===== src/slpg_pkg.sv =====
// Purpose: Shared constants and types for the status LED pattern generator.
// Assumes: 50 MHz system clock, AXI4-Lite register access with 32-bit data.
// Notes: All phase durations are in milliseconds of the 1 ms tick.
package slpg_pkg;
  // Clock and time base.
  localparam int CLK_PERIOD_NS = 20;
  localparam int TICK_MS = 1;
  localparam int TICK_CYC = TICK_MS * 1000000 / CLK_PERIOD_NS;
  localparam int TICK_W = 16;

  // Register byte addresses.
  localparam logic [3:0] SYS_CTRL_OFS = 4'h0;
  localparam logic [3:0] FB_CTRL_OFS = 4'h4;
  localparam logic [3:0] LED_STAT_OFS = 4'h8;
  localparam int ADDR_W = 4;

  // System control bits.
  localparam int SYS_RUN_BIT = 0;
  localparam int SYS_FORMAT_BIT = 1;
  localparam int SYS_ERROR_BIT = 2;
  localparam int SYS_CRASH_BIT = 3;
  localparam int SYS_UPD_IDLE_BIT = 4;
  localparam int SYS_UPD_INST_BIT = 5;
  localparam int SYS_RESET_BIT = 6;

  // Fieldbus control bits; network state sits in bits 1:0.
  localparam int FB_NMT_LSB = 0;
  localparam int FB_AUTOBAUD_BIT = 2;
  localparam int FB_WARN_BIT = 3;
  localparam int FB_ERR_CTRL_BIT = 4;
  localparam int FB_BUS_OFF_BIT = 5;
  localparam int FB_RESET_BIT = 6;
  localparam logic [1:0] NMT_NONE = 2'h0;
  localparam logic [1:0] NMT_PREOP = 2'h1;
  localparam logic [1:0] NMT_OPER = 2'h2;
  localparam logic [1:0] NMT_STOPPED = 2'h3;

  localparam logic [7:0] SYS_CTRL_RST = 8'h00;
  localparam logic [7:0] FB_CTRL_RST = 8'h00;

  // Phase durations in ms.
  localparam int DUR_W = 11;
  localparam logic [DUR_W-1:0] MS_STEADY = 11'h001;
  localparam logic [DUR_W-1:0] MS_500 = 11'h1f4;
  localparam logic [DUR_W-1:0] MS_125 = 11'h07d;
  localparam logic [DUR_W-1:0] MS_200 = 11'h0c8;
  localparam logic [DUR_W-1:0] MS_1000 = 11'h3e8;
  localparam logic [DUR_W-1:0] MS_50 = 11'h032;

  // Colour bit 1 is yellow (system) or red (fieldbus); bit 0 is green.
  localparam logic [1:0] COL_OFF = 2'h0;
  localparam logic [1:0] COL_GRN = 2'h1;
  localparam logic [1:0] COL_ALT = 2'h2;

  localparam logic [1:0] RESP_OKAY = 2'h0;
  localparam logic [1:0] RESP_SLVERR = 2'h2;

  localparam int STEP_W = 4;

  typedef enum logic [3:0] {
    PAT_OFF, PAT_STEADY_GRN, PAT_STEADY_ALT, PAT_BLINK_GRN, PAT_CRASH, PAT_UPD_IDLE,
    PAT_UPD_INST, PAT_PREOP, PAT_STOPPED, PAT_FLICKER, PAT_SINGLE_ALT, PAT_DOUBLE_ALT
  } slpg_pat_e;
endpackage : slpg_pkg


===== src/slpg_top.sv =====
// Purpose: Drives the system and fieldbus bicolour indicators from software-set conditions.
// Assumes: Single clock, AXI4-Lite slave, one transfer of each direction at a time.
// Notes: Software writes the condition bits; the block chooses and times the pattern.
//
// How it works
// - Firmware running shows steady green on the system indicator.
// - File system formatting blinks the system indicator green.
// - A system error shows steady yellow on the system indicator.
// - A crash repeats three yellow then three green pulses of 500 ms on and 500 ms off.
// - Update idle alternates yellow and green for 500 ms each.
// - Update installing alternates yellow and green for 125 ms each.
// - A firmware reset leaves the system indicator dark.
// - The operational network state shows steady green on the fieldbus indicator.
// - The preoperational state blinks green 200 ms on and 200 ms off.
// - The stopped state gives one 200 ms green flash and 1000 ms off, repeating.
// - Auto baud detection flickers red and green with 50 ms phases.
// - A warning level gives one 200 ms red flash and 1000 ms off, repeating.
// - An error control event gives two 200 ms red flashes 200 ms apart, then 1000 ms off.
// - Bus off shows steady red on the fieldbus indicator.
// - Reset or no configuration leaves the fieldbus indicator dark.
`timescale 1ns/100ps
`default_nettype none

module slpg_top
  import slpg_pkg::*;
#(
  parameter int TICK_CYCLES = TICK_CYC
) (
  input wire logic sys_clk, // System clock, 50 MHz.
  input wire logic rst_b, // Asynchronous reset, active low.
  input wire logic ce, // Clock enable; state holds while low.
  input wire logic [ADDR_W-1:0] s_axi_awaddr, // Write address.
  input wire logic s_axi_awvalid, // Write address valid.
  output logic s_axi_awready, // Write address ready.
  input wire logic [31:0] s_axi_wdata, // Write data.
  input wire logic [3:0] s_axi_wstrb, // Write byte strobes.
  input wire logic s_axi_wvalid, // Write data valid.
  output logic s_axi_wready, // Write data ready.
  output logic [1:0] s_axi_bresp, // Write response.
  output logic s_axi_bvalid, // Write response valid.
  input wire logic s_axi_bready, // Write response ready.
  input wire logic [ADDR_W-1:0] s_axi_araddr, // Read address.
  input wire logic s_axi_arvalid, // Read address valid.
  output logic s_axi_arready, // Read address ready.
  output logic [31:0] s_axi_rdata, // Read data.
  output logic [1:0] s_axi_rresp, // Read response.
  output logic s_axi_rvalid, // Read data valid.
  input wire logic s_axi_rready, // Read data ready.
  output logic sys_led_green, // System indicator green.
  output logic sys_led_yellow, // System indicator yellow.
  output logic fb_led_green, // Fieldbus indicator green.
  output logic fb_led_red // Fieldbus indicator red.
);

  // Returns {last step, colour, duration} for a pattern step.
  function automatic logic [DUR_W+2:0] step_info(input slpg_pat_e pat,
                                                 input logic [STEP_W-1:0] step);
    logic last;
    logic [1:0] col;
    logic [DUR_W-1:0] dur;
    last = 1'b1;
    col = COL_OFF;
    dur = MS_STEADY;
    case (pat)
      PAT_STEADY_GRN: col = COL_GRN;
      PAT_STEADY_ALT: col = COL_ALT;
      PAT_BLINK_GRN, PAT_UPD_IDLE: begin
        col = step[0] ? ((pat == PAT_UPD_IDLE) ? COL_GRN : COL_OFF)
                      : ((pat == PAT_UPD_IDLE) ? COL_ALT : COL_GRN);
        dur = MS_500;
        last = step[0];
      end
      PAT_CRASH: begin
        col = step[0] ? COL_OFF : ((step < 4'h6) ? COL_ALT : COL_GRN);
        dur = MS_500;
        last = (step == 4'hb);
      end
      PAT_UPD_INST, PAT_FLICKER: begin
        col = step[0] ? COL_GRN : COL_ALT;
        dur = (pat == PAT_FLICKER) ? MS_50 : MS_125;
        last = step[0];
      end
      PAT_PREOP, PAT_STOPPED, PAT_SINGLE_ALT: begin
        col = step[0] ? COL_OFF : ((pat == PAT_SINGLE_ALT) ? COL_ALT : COL_GRN);
        dur = (step[0] && (pat != PAT_PREOP)) ? MS_1000 : MS_200;
        last = step[0];
      end
      PAT_DOUBLE_ALT: begin
        col = step[0] ? COL_OFF : COL_ALT;
        dur = (step == 4'h3) ? MS_1000 : MS_200;
        last = (step == 4'h3);
      end
      default: col = COL_OFF;
    endcase
    return {last, col, dur};
  endfunction

  // Register file and bus slave state.
  logic [7:0] sys_ctrl_ff, nxt_sys_ctrl;
  logic [7:0] fb_ctrl_ff, nxt_fb_ctrl;
  logic awready_ff, nxt_awready;
  logic wready_ff, nxt_wready;
  logic [ADDR_W-1:0] awaddr_ff, nxt_awaddr;
  logic [7:0] wdata_ff, nxt_wdata;
  logic wstrb0_ff, nxt_wstrb0;
  logic bvalid_ff, nxt_bvalid;
  logic [1:0] bresp_ff, nxt_bresp;
  logic arready_ff, nxt_arready;
  logic rvalid_ff, nxt_rvalid;
  logic [31:0] rdata_ff, nxt_rdata;
  logic [1:0] rresp_ff, nxt_rresp;

  // Time base and pattern engines.
  logic [TICK_W-1:0] tick_cnt_ff, nxt_tick_cnt;
  logic tick_ff, nxt_tick;
  slpg_pat_e want [2];
  slpg_pat_e sel_ff [2];
  slpg_pat_e nxt_sel [2];
  logic [STEP_W-1:0] step_ff [2];
  logic [STEP_W-1:0] nxt_step [2];
  logic [DUR_W-1:0] ms_ff [2];
  logic [DUR_W-1:0] nxt_ms [2];
  logic [1:0] col_ff [2];
  logic [1:0] nxt_col [2];

  always_comb begin
    nxt_sys_ctrl = sys_ctrl_ff;
    nxt_fb_ctrl = fb_ctrl_ff;
    nxt_awready = awready_ff;
    nxt_wready = wready_ff;
    nxt_awaddr = awaddr_ff;
    nxt_wdata = wdata_ff;
    nxt_wstrb0 = wstrb0_ff;
    nxt_bvalid = bvalid_ff;
    nxt_bresp = bresp_ff;
    nxt_arready = arready_ff;
    nxt_rvalid = rvalid_ff;
    nxt_rdata = rdata_ff;
    nxt_rresp = rresp_ff;
    if (awready_ff && s_axi_awvalid) begin
      nxt_awready = 1'b0;
      nxt_awaddr = s_axi_awaddr;
    end
    if (wready_ff && s_axi_wvalid) begin
      nxt_wready = 1'b0;
      nxt_wdata = s_axi_wdata[7:0];
      nxt_wstrb0 = s_axi_wstrb[0];
    end
    // Both halves held and no response pending: perform the write once.
    if (!awready_ff && !wready_ff && !bvalid_ff) begin
      nxt_bvalid = 1'b1;
      nxt_bresp = RESP_OKAY;
      if (awaddr_ff == SYS_CTRL_OFS) begin
        if (wstrb0_ff) begin
          nxt_sys_ctrl = {1'b0, wdata_ff[6:0]};
        end
      end else if (awaddr_ff == FB_CTRL_OFS) begin
        if (wstrb0_ff) begin
          nxt_fb_ctrl = {1'b0, wdata_ff[6:0]};
        end
      end else if (awaddr_ff != LED_STAT_OFS) begin
        nxt_bresp = RESP_SLVERR;
      end
    end
    if (bvalid_ff && s_axi_bready) begin
      nxt_bvalid = 1'b0;
      nxt_awready = 1'b1;
      nxt_wready = 1'b1;
    end
    if (arready_ff && s_axi_arvalid) begin
      nxt_arready = 1'b0;
      nxt_rvalid = 1'b1;
      nxt_rresp = RESP_OKAY;
      if (s_axi_araddr == SYS_CTRL_OFS) begin
        nxt_rdata = {24'h000000, sys_ctrl_ff};
      end else if (s_axi_araddr == FB_CTRL_OFS) begin
        nxt_rdata = {24'h000000, fb_ctrl_ff};
      end else if (s_axi_araddr == LED_STAT_OFS) begin
        nxt_rdata = {16'h0000, sel_ff[1], sel_ff[0], 4'h0, col_ff[1], col_ff[0]};
      end else begin
        nxt_rdata = 32'h00000000;
        nxt_rresp = RESP_SLVERR;
      end
    end
    if (rvalid_ff && s_axi_rready) begin
      nxt_rvalid = 1'b0;
      nxt_arready = 1'b1;
    end
  end

  always_ff @(posedge sys_clk or negedge rst_b) begin
    if (!rst_b) begin
      sys_ctrl_ff <= SYS_CTRL_RST;
      fb_ctrl_ff <= FB_CTRL_RST;
      awready_ff <= 1'b1;
      wready_ff <= 1'b1;
      awaddr_ff <= '0;
      wdata_ff <= 8'h00;
      wstrb0_ff <= 1'b0;
      bvalid_ff <= 1'b0;
      bresp_ff <= RESP_OKAY;
      arready_ff <= 1'b1;
      rvalid_ff <= 1'b0;
      rdata_ff <= 32'h00000000;
      rresp_ff <= RESP_OKAY;
    end else if (ce) begin
      sys_ctrl_ff <= nxt_sys_ctrl;
      fb_ctrl_ff <= nxt_fb_ctrl;
      awready_ff <= nxt_awready;
      wready_ff <= nxt_wready;
      awaddr_ff <= nxt_awaddr;
      wdata_ff <= nxt_wdata;
      wstrb0_ff <= nxt_wstrb0;
      bvalid_ff <= nxt_bvalid;
      bresp_ff <= nxt_bresp;
      arready_ff <= nxt_arready;
      rvalid_ff <= nxt_rvalid;
      rdata_ff <= nxt_rdata;
      rresp_ff <= nxt_rresp;
    end
  end

  always_comb begin
    nxt_tick = 1'b0;
    nxt_tick_cnt = tick_cnt_ff + 1'b1;
    if (tick_cnt_ff == TICK_W'(TICK_CYCLES - 1)) begin
      nxt_tick_cnt = '0;
      nxt_tick = 1'b1;
    end
  end

  always_ff @(posedge sys_clk or negedge rst_b) begin
    if (!rst_b) begin
      tick_cnt_ff <= '0;
      tick_ff <= 1'b0;
    end else if (ce) begin
      tick_cnt_ff <= nxt_tick_cnt;
      tick_ff <= nxt_tick;
    end
  end

  // Condition selection. The system order is a fixed ranking, most severe first.
  always_comb begin
    want[0] = PAT_OFF;
    if (sys_ctrl_ff[SYS_RESET_BIT]) want[0] = PAT_OFF;
    else if (sys_ctrl_ff[SYS_CRASH_BIT]) want[0] = PAT_CRASH;
    else if (sys_ctrl_ff[SYS_ERROR_BIT]) want[0] = PAT_STEADY_ALT;
    else if (sys_ctrl_ff[SYS_UPD_INST_BIT]) want[0] = PAT_UPD_INST;
    else if (sys_ctrl_ff[SYS_UPD_IDLE_BIT]) want[0] = PAT_UPD_IDLE;
    else if (sys_ctrl_ff[SYS_FORMAT_BIT]) want[0] = PAT_BLINK_GRN;
    else if (sys_ctrl_ff[SYS_RUN_BIT]) want[0] = PAT_STEADY_GRN;
    want[1] = PAT_OFF;
    if (fb_ctrl_ff[FB_RESET_BIT]) want[1] = PAT_OFF;
    else if (fb_ctrl_ff[FB_BUS_OFF_BIT]) want[1] = PAT_STEADY_ALT;
    else if (fb_ctrl_ff[FB_ERR_CTRL_BIT]) want[1] = PAT_DOUBLE_ALT;
    else if (fb_ctrl_ff[FB_WARN_BIT]) want[1] = PAT_SINGLE_ALT;
    else if (fb_ctrl_ff[FB_AUTOBAUD_BIT]) want[1] = PAT_FLICKER;
    else if (fb_ctrl_ff[FB_NMT_LSB+1:FB_NMT_LSB] == NMT_OPER) want[1] = PAT_STEADY_GRN;
    else if (fb_ctrl_ff[FB_NMT_LSB+1:FB_NMT_LSB] == NMT_PREOP) want[1] = PAT_PREOP;
    else if (fb_ctrl_ff[FB_NMT_LSB+1:FB_NMT_LSB] == NMT_STOPPED) want[1] = PAT_STOPPED;
  end

  // Each indicator has its own copy of the same engine; only the pattern choice differs.
  for (genvar gi = 0; gi < 2; gi++) begin : g_eng
    always_comb begin
      logic [DUR_W+2:0] info;
      info = step_info(sel_ff[gi], step_ff[gi]);
      nxt_sel[gi] = sel_ff[gi];
      nxt_step[gi] = step_ff[gi];
      nxt_ms[gi] = ms_ff[gi];
      if (want[gi] != sel_ff[gi]) begin
        nxt_sel[gi] = want[gi];
        nxt_step[gi] = '0;
        nxt_ms[gi] = '0;
      end else if (tick_ff) begin
        if (ms_ff[gi] + 1'b1 >= info[DUR_W-1:0]) begin
          nxt_ms[gi] = '0;
          nxt_step[gi] = info[DUR_W+2] ? '0 : step_ff[gi] + 1'b1;
        end else begin
          nxt_ms[gi] = ms_ff[gi] + 1'b1;
        end
      end
      info = step_info(nxt_sel[gi], nxt_step[gi]);
      nxt_col[gi] = info[DUR_W+1:DUR_W];
    end

    always_ff @(posedge sys_clk or negedge rst_b) begin
      if (!rst_b) begin
        sel_ff[gi] <= PAT_OFF;
        step_ff[gi] <= '0;
        ms_ff[gi] <= '0;
        col_ff[gi] <= COL_OFF;
      end else if (ce) begin
        sel_ff[gi] <= nxt_sel[gi];
        step_ff[gi] <= nxt_step[gi];
        ms_ff[gi] <= nxt_ms[gi];
        col_ff[gi] <= nxt_col[gi];
      end
    end
  end

  assign s_axi_awready = awready_ff;
  assign s_axi_wready = wready_ff;
  assign s_axi_bvalid = bvalid_ff;
  assign s_axi_bresp = bresp_ff;
  assign s_axi_arready = arready_ff;
  assign s_axi_rvalid = rvalid_ff;
  assign s_axi_rdata = rdata_ff;
  assign s_axi_rresp = rresp_ff;
  assign sys_led_green = col_ff[0][0];
  assign sys_led_yellow = col_ff[0][1];
  assign fb_led_green = col_ff[1][0];
  assign fb_led_red = col_ff[1][1];

endmodule // slpg_top

`default_nettype wire


===== config.mk =====
export PLATFORM = sky130hd
export DESIGN_NAME = slpg_top
export DESIGN_NICKNAME = d
export VERILOG_FILES = /design/src/slpg_pkg.sv /design/src/slpg_top.sv
export SDC_FILE = /design/constraint.sdc
export NUM_CORES = 1
export LEC_CHECK = 0
export BUFFER_PORTS_ARGS = -buffer_cell sky130_fd_sc_hd__buf_2
export CAP_MARGIN = 0
export CORE_AREA = 3 3 141 143
export CTS_CLUSTER_DIAMETER = 50
export DETAILED_ROUTE_END_ITERATION = 10
export DIE_AREA = 0 0 144 146
export GPL_TIMING_DRIVEN = 0
export PLACE_DENSITY = 0.61
export SLEW_MARGIN = 5
export SYNTH_ARGS = -nofsm -noshare
export SYNTH_HDL_FRONTEND = slang
export SYNTH_SLANG_ARGS = --single-unit

===== constraint.sdc =====
create_clock -name sys_clk -period 11.14 [get_ports sys_clk]
set_input_delay 2.228 -clock sys_clk [delete_from_list [all_inputs] [get_ports sys_clk]]
set_output_delay 2.228 -clock sys_clk [all_outputs]
set_load 0.005 [all_outputs]

==> impl_metrics.prom, run 1 <==
# TYPE chip_impl_metric gauge
chip_impl_info{name="run_status",value="finished clean"} 1
chip_impl_metric{name="comb_power_share",unit="%"} 37.2
chip_impl_metric{name="worst_ep_arrival_time",unit="ps"} 4550
chip_impl_metric{name="post_cts.resized_instances",unit=""} 0
chip_impl_metric{name="synth_seq_cells",unit=""} 107
chip_impl_info{name="critical_path.most_common_cell",value="sky130_fd_sc_hd__ha_1"} 1
chip_impl_info{name="slowest_stage",value="sky130_fd_sc_hd__dfrtp_1"} 1
chip_impl_info{name="rsz0062_at_grt",value="no"} 1
chip_impl_metric{name="first_global_vias",unit=""} 4925
chip_impl_metric{name="multi_input_area",unit="sq um"} 3588
chip_impl_metric{name="n_antenna_cell",unit=""} 0
chip_impl_metric{name="clk_path_buf_depth",unit=""} 2
chip_impl_metric{name="syn_area",unit="sq um"} 6495
chip_impl_metric{name="core_area",unit="sq um"} 18710
chip_impl_metric{name="final_net_count",unit=""} 846
chip_impl_metric{name="postSynth.asyncResetShare",unit="%"} 100.0
chip_impl_metric{name="vias_per_cell",unit=""} 5.152
chip_impl_metric{name="initial_antenna_violation_count",unit=""} 0
chip_impl_info{name="timing.critical_path.cells",value="ha_1, nand3_1, or2_1, nor2_1, xor2_1, ha_1, and2_1, a221oi_1, o211ai_1, a211oi_1, a31oi_1, ha_1, maj3_1, and3_1, a21oi_1, o41ai_1"} 1
chip_impl_info{name="synth.area.top_cells",value="sky130_fd_sc_hd__dfrtp_1, sky130_fd_sc_hd__ha_1, sky130_fd_sc_hd__mux2_2, sky130_fd_sc_hd__nand2_1, sky130_fd_sc_hd__a22o_1"} 1
chip_impl_info{name="yosysTopAreaCell",value="sky130_fd_sc_hd__dfrtp_1"} 1
chip_impl_metric{name="timing.final.crit_share",unit="%"} 38.86
chip_impl_metric{name="power_per_cell_area",unit="nW/um^2"} 186.5
chip_impl_metric{name="synthDistinctLibCells",unit=""} 70
chip_impl_metric{name="final_cell_area",unit="sq um"} 7452
chip_impl_metric{name="crit_path_max_incr_delay",unit="ps"} 460
chip_impl_metric{name="drt-pass1-iter-count",unit=""} 6
chip_impl_metric{name="drv_slew",unit=""} 0
chip_impl_metric{name="clock_skew",unit="ps"} 11.75
chip_impl_metric{name="clkLatencyLatePin",unit="ps"} 360
chip_impl_metric{name="final.min_clock_period",unit="ps"} 4329
chip_impl_metric{name="dpl_cell_area",unit="sq um"} 7133
chip_impl_metric{name="cts_htree_levels",unit=""} 3
chip_impl_metric{name="cts_post_setup_buffers_inserted",unit=""} 0
chip_impl_info{name="dominantRegCellSynth",value="sky130_fd_sc_hd__dfrtp_1"} 1
chip_impl_metric{name="clock-sinks",unit=""} 107
chip_impl_metric{name="grt_usage",unit="%"} 14.31
chip_impl_metric{name="ctsHoldBuffers",unit=""} 0
chip_impl_metric{name="avgRoutedWirePerCell",unit="um"} 14.59
chip_impl_metric{name="power_switching_share",unit="%"} 39.12
chip_impl_metric{name="fin_util",unit="%"} 39.84
chip_impl_metric{name="gp_congestion",unit=""} 0.8687
chip_impl_metric{name="initial_standard_cell_utilization_of_the_core",unit="%"} 34.72
chip_impl_metric{name="internal_power",unit="mW"} 0.8461
chip_impl_metric{name="die_width",unit="um"} 144
chip_impl_metric{name="cts.reportedPaths.clkPinSlew",unit="ps"} 90
chip_impl_info{name="hp-class",value="reg2reg"} 1
chip_impl_metric{name="fin_tns_setup",unit="ps"} 0
chip_impl_metric{name="worst-path-max-fanout",unit=""} 6
chip_impl_info{name="critical_path.endpoint_type",value="flip-flop"} 1
chip_impl_metric{name="timing.critical_path.required",unit="ps"} 11370
chip_impl_metric{name="power_leakage",unit="nW"} 3.446
chip_impl_info{name="path_class",value="reg2reg"} 1
chip_impl_metric{name="timing.max_cap.violations",unit=""} 0
chip_impl_info{name="tritoncts",value="done"} 1
chip_impl_metric{name="place.detailed.instances",unit=""} 988
chip_impl_metric{name="timing.final.setup_violations",unit=""} 0
chip_impl_metric{name="antenna_left",unit=""} 0
chip_impl_metric{name="route.vias.total",unit=""} 5173
chip_impl_info{name="root_buffer",value="sky130_fd_sc_hd__clkbuf_16"} 1
chip_impl_metric{name="p_seq_share",unit="%"} 38.3
chip_impl_metric{name="drt_drc_violations_left",unit=""} 0
chip_impl_metric{name="timing.max_slew.rel_slack",unit="%"} 33.77
chip_impl_metric{name="max_clock_freq",unit="MHz"} 231.0
chip_impl_metric{name="max_slew.worst_pin.slew",unit="ps"} 985.0
chip_impl_metric{name="grt_pass1_wl",unit="um"} 24850
chip_impl_metric{name="syn_area_per_cell",unit="sq um"} 9.454
chip_impl_metric{name="post_dp_hpwl",unit="um"} 10830
chip_impl_metric{name="synthesis.instances",unit=""} 687
chip_impl_metric{name="synth_enable_flop_cells",unit=""} 0
chip_impl_metric{name="ios",unit=""} 97
chip_impl_metric{name="design.die.area",unit="sq um"} 21020
chip_impl_metric{name="register_area",unit="sq um"} 2681
chip_impl_metric{name="drtIter0Drc",unit=""} 319
chip_impl_metric{name="timing.critical_path.buf_inv",unit=""} 0
chip_impl_metric{name="drive_gt1_share",unit="%"} 17.27
chip_impl_metric{name="grt_start_max_net_pins",unit=""} 71
chip_impl_metric{name="synth-warning-count",unit=""} 0
chip_impl_metric{name="wl",unit="um"} 14650
chip_impl_metric{name="net-switching-power",unit="mW"} 0.5436
chip_impl_metric{name="setup_slack",unit="ps"} 6811
chip_impl_metric{name="synth.yosys.seq_area_share",unit="%"} 41.28
chip_impl_metric{name="gr-total-overflow",unit=""} 0
chip_impl_info{name="crit_path_start_kind",value="flip-flop"} 1
chip_impl_metric{name="dieHeight",unit="um"} 146
chip_impl_metric{name="finalHoldViolations",unit=""} 0
chip_impl_metric{name="synth_top_cell_area_share",unit="%"} 40.07
chip_impl_metric{name="p_clk_share",unit="%"} 24.5
chip_impl_metric{name="floorplan.rows",unit=""} 50
chip_impl_metric{name="n_fill_cell",unit=""} 1854
chip_impl_metric{name="number_of_cts_inserted_buffers",unit=""} 9
chip_impl_metric{name="port_buffers",unit=""} 47
chip_impl_metric{name="dp_worst_setup_slack",unit="ps"} 6398
chip_impl_info{name="critical-path-top-delay-family",value="compound AO/OA/AOI/OAI gates"} 1
chip_impl_metric{name="synthToLayoutAreaGrowth",unit="%"} 14.74
chip_impl_metric{name="irDropWorstVdd",unit="mV"} 0.2060
chip_impl_metric{name="final-instance-count-excl-fill",unit=""} 1004
power by group through the flow:
stage,Combinational (mW),Clock [mW],Sequential [mW]
2_1_floorplan,0.393,0,0.518
3_3_place_gp,0.512,0,0.538
3_5_place_dp,0.518,0,0.539
4_1_cts,0.520,0.354,0.532
5_1_grt,0.589,0.364,0.545
6_report,0.517,0.341,0.532
cells in the final DEF (no fill, tap or decap), types with 5 or more instances in the layout:
| cell | netlist | final |
|---|---|---|
| sky130_fd_sc_hd__nand3_1 | 37 | 37 |
| sky130_fd_sc_hd__mux2_2 | 28 | 28 |
| sky130_fd_sc_hd__dfrtp_1 | 104 | 104 |
| sky130_fd_sc_hd__a21oi_1 | 28 | 28 |
| sky130_fd_sc_hd__a31oi_1 | 5 | 5 |
| sky130_fd_sc_hd__a22o_1 | 22 | 22 |
| sky130_fd_sc_hd__a21o_1 | 7 | 7 |
| sky130_fd_sc_hd__clkbuf_16 | 0 | 9 |
| sky130_fd_sc_hd__o31ai_1 | 11 | 11 |
| sky130_fd_sc_hd__buf_2 | 1 | 47 |
| sky130_fd_sc_hd__o21ai_1 | 23 | 23 |
| sky130_fd_sc_hd__nand4_1 | 5 | 5 |
| sky130_fd_sc_hd__ha_1 | 29 | 29 |
| sky130_fd_sc_hd__nand2b_1 | 18 | 18 |
| sky130_fd_sc_hd__o21ai_0 | 28 | 28 |
| sky130_fd_sc_hd__nor2b_1 | 10 | 10 |
| sky130_fd_sc_hd__and2_1 | 10 | 10 |
| sky130_fd_sc_hd__nor3_1 | 11 | 11 |
| sky130_fd_sc_hd__clkbuf_1 | 16 | 16 |
| sky130_fd_sc_hd__conb_1 | 1 | 20 |
| sky130_fd_sc_hd__xor2_1 | 13 | 13 |
| sky130_fd_sc_hd__and3_1 | 9 | 9 |
| sky130_fd_sc_hd__a211oi_1 | 6 | 6 |
| sky130_fd_sc_hd__nand2_1 | 72 | 72 |
| sky130_fd_sc_hd__buf_4 | 19 | 19 |
| sky130_fd_sc_hd__xnor2_1 | 20 | 20 |
| sky130_fd_sc_hd__inv_1 | 14 | 14 |
| sky130_fd_sc_hd__nor2_1 | 49 | 49 |
| sky130_fd_sc_hd__mux2i_1 | 13 | 13 |
metal layers:
metal	up-vias	wire length, um	GRT usage [%]
met1	2456	6980	19.85
met5	-	0	0
li1	2608	-	-
met4	0	255	3.908
met3	15	656	3.286
met2	94	6755	22.42
logic make-up after synthesis:
group                      after synthesis  share of synthesized area [%]
and+or+nand+nor                        250                          19.38
muxes                                   41                          6.858
buffers and inverters                   59                          4.643
xor gates and xnor gates                33                          4.450
other                                    1                        0.05774
adders and majority gates               31                          5.895
AOI/OAI and AO/OA                      165                          17.43
DFF                                    107                          41.28
sequential cells by signal (all words and copies together), names as in the netlist:
name and cells:
step_ff 8, sys_led_green 1, fb_led_green 1, wstrb0_ff 1, s_axi_arready 1, awaddr_ff 4
fb_ctrl_ff 7, sys_ctrl_ff 7, ms_ff 22, tick_cnt_ff 16, s_axi_wready 1, s_axi_awready 1
s_axi_rresp 1, s_axi_bresp 1, sys_led_yellow 1, fb_led_red 1, wdata_ff 7, s_axi_rvalid 1
s_axi_bvalid 1, s_axi_rdata 15, sel_ff 8, tick_ff 1
per-stage QoR:
step	hold slack, ps	total power [mW]
after floorplan	451.0	0.9101
after global placement	463.3	1.050
after detailed placement	464.9	1.058
after CTS	485.5	1.406
after global routing	501.8	1.498
final	482.1	1.390
path summary, 6_finish.rpt:
path	from	endpoint	slack, ps	cells after the start
max in group asynchronous	rst_b	s_axi_awready$_DFFE_PN1P_	8670	2
setup / recovery	ms_ff[11]$_DFFE_PN0P_	sys_led_green$_DFFE_PN0P_	6810	16
hold reg to reg	s_axi_rdata[6]$_DFFE_PN0P_	s_axi_rdata[6]$_DFFE_PN0P_	480	2
setup reg to reg	ms_ff[11]$_DFFE_PN0P_	sys_led_green$_DFFE_PN0P_	6810	16
hold / removal	s_axi_rdata[6]$_DFFE_PN0P_	s_axi_rdata[6]$_DFFE_PN0P_	480	2
min in group asynchronous	rst_b	ms_ff[2]$_DFFE_PN0P_	1760	1
synth_stat cells, types with 3 or more instances:
| library cell | instances |
|---|---|
| sky130_fd_sc_hd__dfrtp_1 | 104 |
| sky130_fd_sc_hd__nand2_1 | 72 |
| sky130_fd_sc_hd__nor2_1 | 49 |
| sky130_fd_sc_hd__nand3_1 | 37 |
| sky130_fd_sc_hd__ha_1 | 29 |
| sky130_fd_sc_hd__a21oi_1 | 28 |
| sky130_fd_sc_hd__mux2_2 | 28 |
| sky130_fd_sc_hd__o21ai_0 | 28 |
| sky130_fd_sc_hd__o21ai_1 | 23 |
| sky130_fd_sc_hd__a22o_1 | 22 |
| sky130_fd_sc_hd__xnor2_1 | 20 |
| sky130_fd_sc_hd__buf_4 | 19 |
| sky130_fd_sc_hd__nand2b_1 | 18 |
| sky130_fd_sc_hd__clkbuf_1 | 16 |
| sky130_fd_sc_hd__inv_1 | 14 |
| sky130_fd_sc_hd__mux2i_1 | 13 |
| sky130_fd_sc_hd__xor2_1 | 13 |
| sky130_fd_sc_hd__nor3_1 | 11 |
| sky130_fd_sc_hd__o31ai_1 | 11 |
| sky130_fd_sc_hd__and2_1 | 10 |
| sky130_fd_sc_hd__nor2b_1 | 10 |
| sky130_fd_sc_hd__and3_1 | 9 |
| sky130_fd_sc_hd__a21o_1 | 7 |
| sky130_fd_sc_hd__a211oi_1 | 6 |
| sky130_fd_sc_hd__a31oi_1 | 5 |
| sky130_fd_sc_hd__nand4_1 | 5 |
| sky130_fd_sc_hd__buf_1 | 4 |
| sky130_fd_sc_hd__inv_2 | 4 |
| sky130_fd_sc_hd__o211ai_1 | 4 |
| sky130_fd_sc_hd__or2_1 | 4 |
| sky130_fd_sc_hd__or3_1 | 4 |
| sky130_fd_sc_hd__a32o_1 | 3 |
| sky130_fd_sc_hd__dfstp_2 | 3 |
| sky130_fd_sc_hd__nor4_1 | 3 |
| sky130_fd_sc_hd__o41ai_1 | 3 |
layout make-up:
type	instances	area share [%]
plain buffers	41	3.140
clock inverters	7	1.259
flip-flops and latches	107	35.98
clock buffers	9	3.022
multi-input cells	540	48.15
repair buffers	48	3.610
well taps	234	3.929
inverters	18	0.9066
worst min-delay path, stage by stage (launching register included):
cell                      delay (ps)
sky130_fd_sc_hd__dfrtp_1         350
sky130_fd_sc_hd__nand2_1          50
sky130_fd_sc_hd__o41ai_1          50
(Power assumes the default switching activity.)
==> run 2, diff against run 1 <==
--- a/config.mk
+++ b/config.mk
@@ -12,7 +12,7 @@
 export DETAILED_ROUTE_END_ITERATION = 10
 export DIE_AREA = 0 0 144 146
 export GPL_TIMING_DRIVEN = 0
-export PLACE_DENSITY = 0.61
+export PLACE_DENSITY = 0.63
 export SLEW_MARGIN = 5
 export SYNTH_ARGS = -nofsm -noshare
 export SYNTH_HDL_FRONTEND = slang
==> constraint.sdc (replaced) <==
create_clock -name sys_clk -period 3.5 [get_ports sys_clk]
set_input_delay 0.7 -clock sys_clk [delete_from_list [all_inputs] [get_ports sys_clk]]
set_output_delay 0.7 -clock sys_clk [all_outputs]
set_load 0.005 [all_outputs]
==> impl_metrics.prom, run 2 (synthesis results as in run 1) <==
# TYPE chip_impl_metric gauge
chip_impl_info{name="layout.cells.most_common",value="sky130_fd_sc_hd__dfrtp_1"} 1
chip_impl_info{name="rsz0062_at_grt",value="yes"} 1
chip_impl_metric{name="drive_gt1_share",unit="%"} 24.59
chip_impl_metric{name="n_fill_cell",unit=""} 1800
chip_impl_metric{name="vias_per_cell",unit=""} 5.226
chip_impl_metric{name="post-layout-total-power",unit="mW"} 4.448
chip_impl_info{name="largest-register",value="ms_ff"} 1
chip_impl_metric{name="cts_htree_levels",unit=""} 3
chip_impl_metric{name="fin_tns_setup",unit="ps"} 0
chip_impl_info{name="run_status",value="finished clean"} 1
chip_impl_metric{name="core_area",unit="sq um"} 18710
chip_impl_metric{name="timing.max_slew.rel_slack",unit="%"} 33.59
chip_impl_metric{name="grt_start_max_net_pins",unit=""} 62
chip_impl_info{name="worstReg2RegStart",value="ms_ff[12]$_DFFE_PN0P_"} 1
chip_impl_metric{name="antenna_left",unit=""} 0
chip_impl_metric{name="ctsHoldBuffers",unit=""} 0
chip_impl_metric{name="dp_worst_setup_slack",unit="ps"} -324.4
chip_impl_metric{name="max_clock_freq",unit="MHz"} 285.9
chip_impl_metric{name="route.layer.met1.wl",unit="um"} 7019
chip_impl_metric{name="clk_path_buf_depth",unit=""} 2
chip_impl_metric{name="initial_standard_cell_utilization_of_the_core",unit="%"} 34.72
chip_impl_metric{name="timing.final.setup_violations",unit=""} 0
chip_impl_metric{name="clock-sinks",unit=""} 107
chip_impl_metric{name="power_per_cell_area",unit="nW/um^2"} 568.7
chip_impl_metric{name="place.detailed.instances",unit=""} 988
chip_impl_metric{name="initial_antenna_violation_count",unit=""} 0
chip_impl_metric{name="number_of_cts_inserted_buffers",unit=""} 9
chip_impl_metric{name="fin_util",unit="%"} 41.82
chip_impl_metric{name="grt_usage",unit="%"} 14.80
chip_impl_metric{name="worst_ep_arrival_time",unit="ps"} 3730
chip_impl_metric{name="dieHeight",unit="um"} 146
chip_impl_metric{name="final_cell_area",unit="sq um"} 7823
chip_impl_metric{name="grt_pass1_wl",unit="um"} 25740
chip_impl_metric{name="worst-path-max-fanout",unit=""} 4
chip_impl_metric{name="drt-pass1-iter-count",unit=""} 4
chip_impl_metric{name="met2_length",unit="um"} 7424
chip_impl_metric{name="design.die.area",unit="sq um"} 21020
chip_impl_metric{name="timing.max_cap.violations",unit=""} 0
chip_impl_metric{name="setup.reg_to_reg.worst_slack",unit="ps"} 2
chip_impl_metric{name="max_slew.worst_pin.slew",unit="ps"} 987.8
chip_impl_metric{name="first_global_vias",unit=""} 5175
chip_impl_info{name="path_class",value="reg2reg"} 1
chip_impl_metric{name="clock_skew",unit="ps"} 8.873
chip_impl_metric{name="timing.final.crit_share",unit="%"} 99.93
chip_impl_metric{name="n_antenna_cell",unit=""} 0
chip_impl_metric{name="timing.critical_path.required",unit="ps"} 3730
chip_impl_metric{name="final_net_count",unit=""} 869
chip_impl_metric{name="largest_reg_flops",unit=""} 22
chip_impl_info{name="tritoncts",value="done"} 1
chip_impl_info{name="critical_path.endpoint_type",value="flip-flop"} 1
chip_impl_metric{name="die_width",unit="um"} 144
chip_impl_metric{name="dr_wl_met3",unit="um"} 568
chip_impl_metric{name="gp_congestion",unit=""} 0.8696
chip_impl_metric{name="worst_hold_slack",unit="ps"} 271.5
chip_impl_metric{name="dpl_cell_area",unit="sq um"} 7176
chip_impl_metric{name="synthToLayoutAreaGrowth",unit="%"} 20.44
chip_impl_metric{name="avgRoutedWirePerCell",unit="um"} 14.87
chip_impl_metric{name="post_dp_hpwl",unit="um"} 11000
chip_impl_metric{name="wl",unit="um"} 15270
chip_impl_metric{name="register_to_register_path_depth",unit=""} 16
chip_impl_info{name="highest-signal-layer",value="met4"} 1
chip_impl_metric{name="final-instance-count-excl-fill",unit=""} 1027
chip_impl_metric{name="gr-total-overflow",unit=""} 0
chip_impl_metric{name="cts.reportedPaths.clkPinSlew",unit="ps"} 80
chip_impl_metric{name="irDropWorstVdd",unit="mV"} 0.6057
chip_impl_metric{name="drtIter0Drc",unit=""} 291
chip_impl_metric{name="drv_slew",unit=""} 0
chip_impl_info{name="highest_count_cells_in_the_layout_ignoring_fill_and_taps",value="sky130_fd_sc_hd__dfrtp_1, sky130_fd_sc_hd__nand2_1, sky130_fd_sc_hd__buf_2, sky130_fd_sc_hd__nor2_1, sky130_fd_sc_hd__buf_4"} 1
chip_impl_metric{name="finalHoldViolations",unit=""} 0
chip_impl_metric{name="floorplan.rows",unit=""} 50
chip_impl_metric{name="drt_drc_violations_left",unit=""} 0
chip_impl_info{name="crit_path_start_kind",value="flip-flop"} 1
chip_impl_metric{name="port_buffers",unit=""} 47
chip_impl_metric{name="power_leakage",unit="nW"} 3.583
chip_impl_info{name="rr_endpoint",value="sys_led_green$_DFFE_PN0P_"} 1
chip_impl_info{name="root_buffer",value="sky130_fd_sc_hd__clkbuf_16"} 1
chip_impl_metric{name="ios",unit=""} 97
chip_impl_metric{name="setup_slack",unit="ps"} 2.335
chip_impl_metric{name="route.vias.total",unit=""} 5367
chip_impl_info{name="hp-class",value="in2async"} 1
chip_impl_metric{name="clkLatencyLatePin",unit="ps"} 360
chip_impl_metric{name="final.min_clock_period",unit="ps"} 3498
run 2: cell count changes in the layout (fill, tap and decap cells not counted), sizes merged:
cell / change
inv: -2
buf: +24
clkinvlp: +1
clkinv: +1
clkbuf: -1
run 2: worst max path at each step:
stage	slack [ps]	endpoint	from	cells past startpoint
after floorplan	20	sys_led_green$_DFFE_PN0P_	ms_ff[11]$_DFFE_PN0P_	16
after global placement	-300	sys_led_green$_DFFE_PN0P_	ms_ff[11]$_DFFE_PN0P_	16
after detailed placement	-320	sys_led_green$_DFFE_PN0P_	ms_ff[11]$_DFFE_PN0P_	16
after CTS	-20	sys_led_green$_DFFE_PN0P_	ms_ff[12]$_DFFE_PN0P_	16
after global routing	-190	sys_led_green$_DFFE_PN0P_	ms_ff[12]$_DFFE_PN0P_	16
final	2	sys_led_green$_DFFE_PN0P_	ms_ff[12]$_DFFE_PN0P_	16
run 2: layout make-up:
type                    count  area (sq um)  area share, %
plain buffers              40         236.5          3.023
clock buffers               9         225.2          2.879
clock inverters             7         71.32         0.9117
inverters                  18         67.56         0.8637
multi-input cells         540          3777          48.29
flip-flops and latches    107          2690          34.39
well taps                 234         292.8          3.743
repair buffers             72         461.7          5.902
run 2: worst max-delay path, stage by stage (launching register included):
cell and delay [ps]:
sky130_fd_sc_hd__dfrtp_1 420, sky130_fd_sc_hd__ha_4 170, sky130_fd_sc_hd__nand3_4 60, sky130_fd_sc_hd__or2_4 260, sky130_fd_sc_hd__nor2_4 100, sky130_fd_sc_hd__xor2_2 170, sky130_fd_sc_hd__ha_1 250, sky130_fd_sc_hd__and2_4 150
sky130_fd_sc_hd__a221oi_4 250, sky130_fd_sc_hd__o211ai_1 200, sky130_fd_sc_hd__a211oi_2 260, sky130_fd_sc_hd__a31oi_2 80, sky130_fd_sc_hd__ha_1 320, sky130_fd_sc_hd__maj3_2 290, sky130_fd_sc_hd__and3_4 180, sky130_fd_sc_hd__a21oi_2 100
sky130_fd_sc_hd__o41ai_2 80
run 2: repair_timing:
| action | 4_1_cts | 5_1_grt |
|---|---|---|
| pin swaps | 12 | 10 |
| setup endpoints to repair | 1 | 15 |
| gates resized for setup | 21 | 19 |
| buffers inserted | 18 | 6 |
run 2: report_power, final:
group	switching (mW)	total, mW	internal (mW)
sequential	0.254	1.71	1.46
clock	0.517	1.02	0.502
combinational	0.968	1.72	0.747
run 2: metal layers:
metal	vias up	track usage (%)
met5	-	0
met4	0	3.955
met2	87	24.09
met3	21	3.582
li1	2656	-
met1	2603	19.65
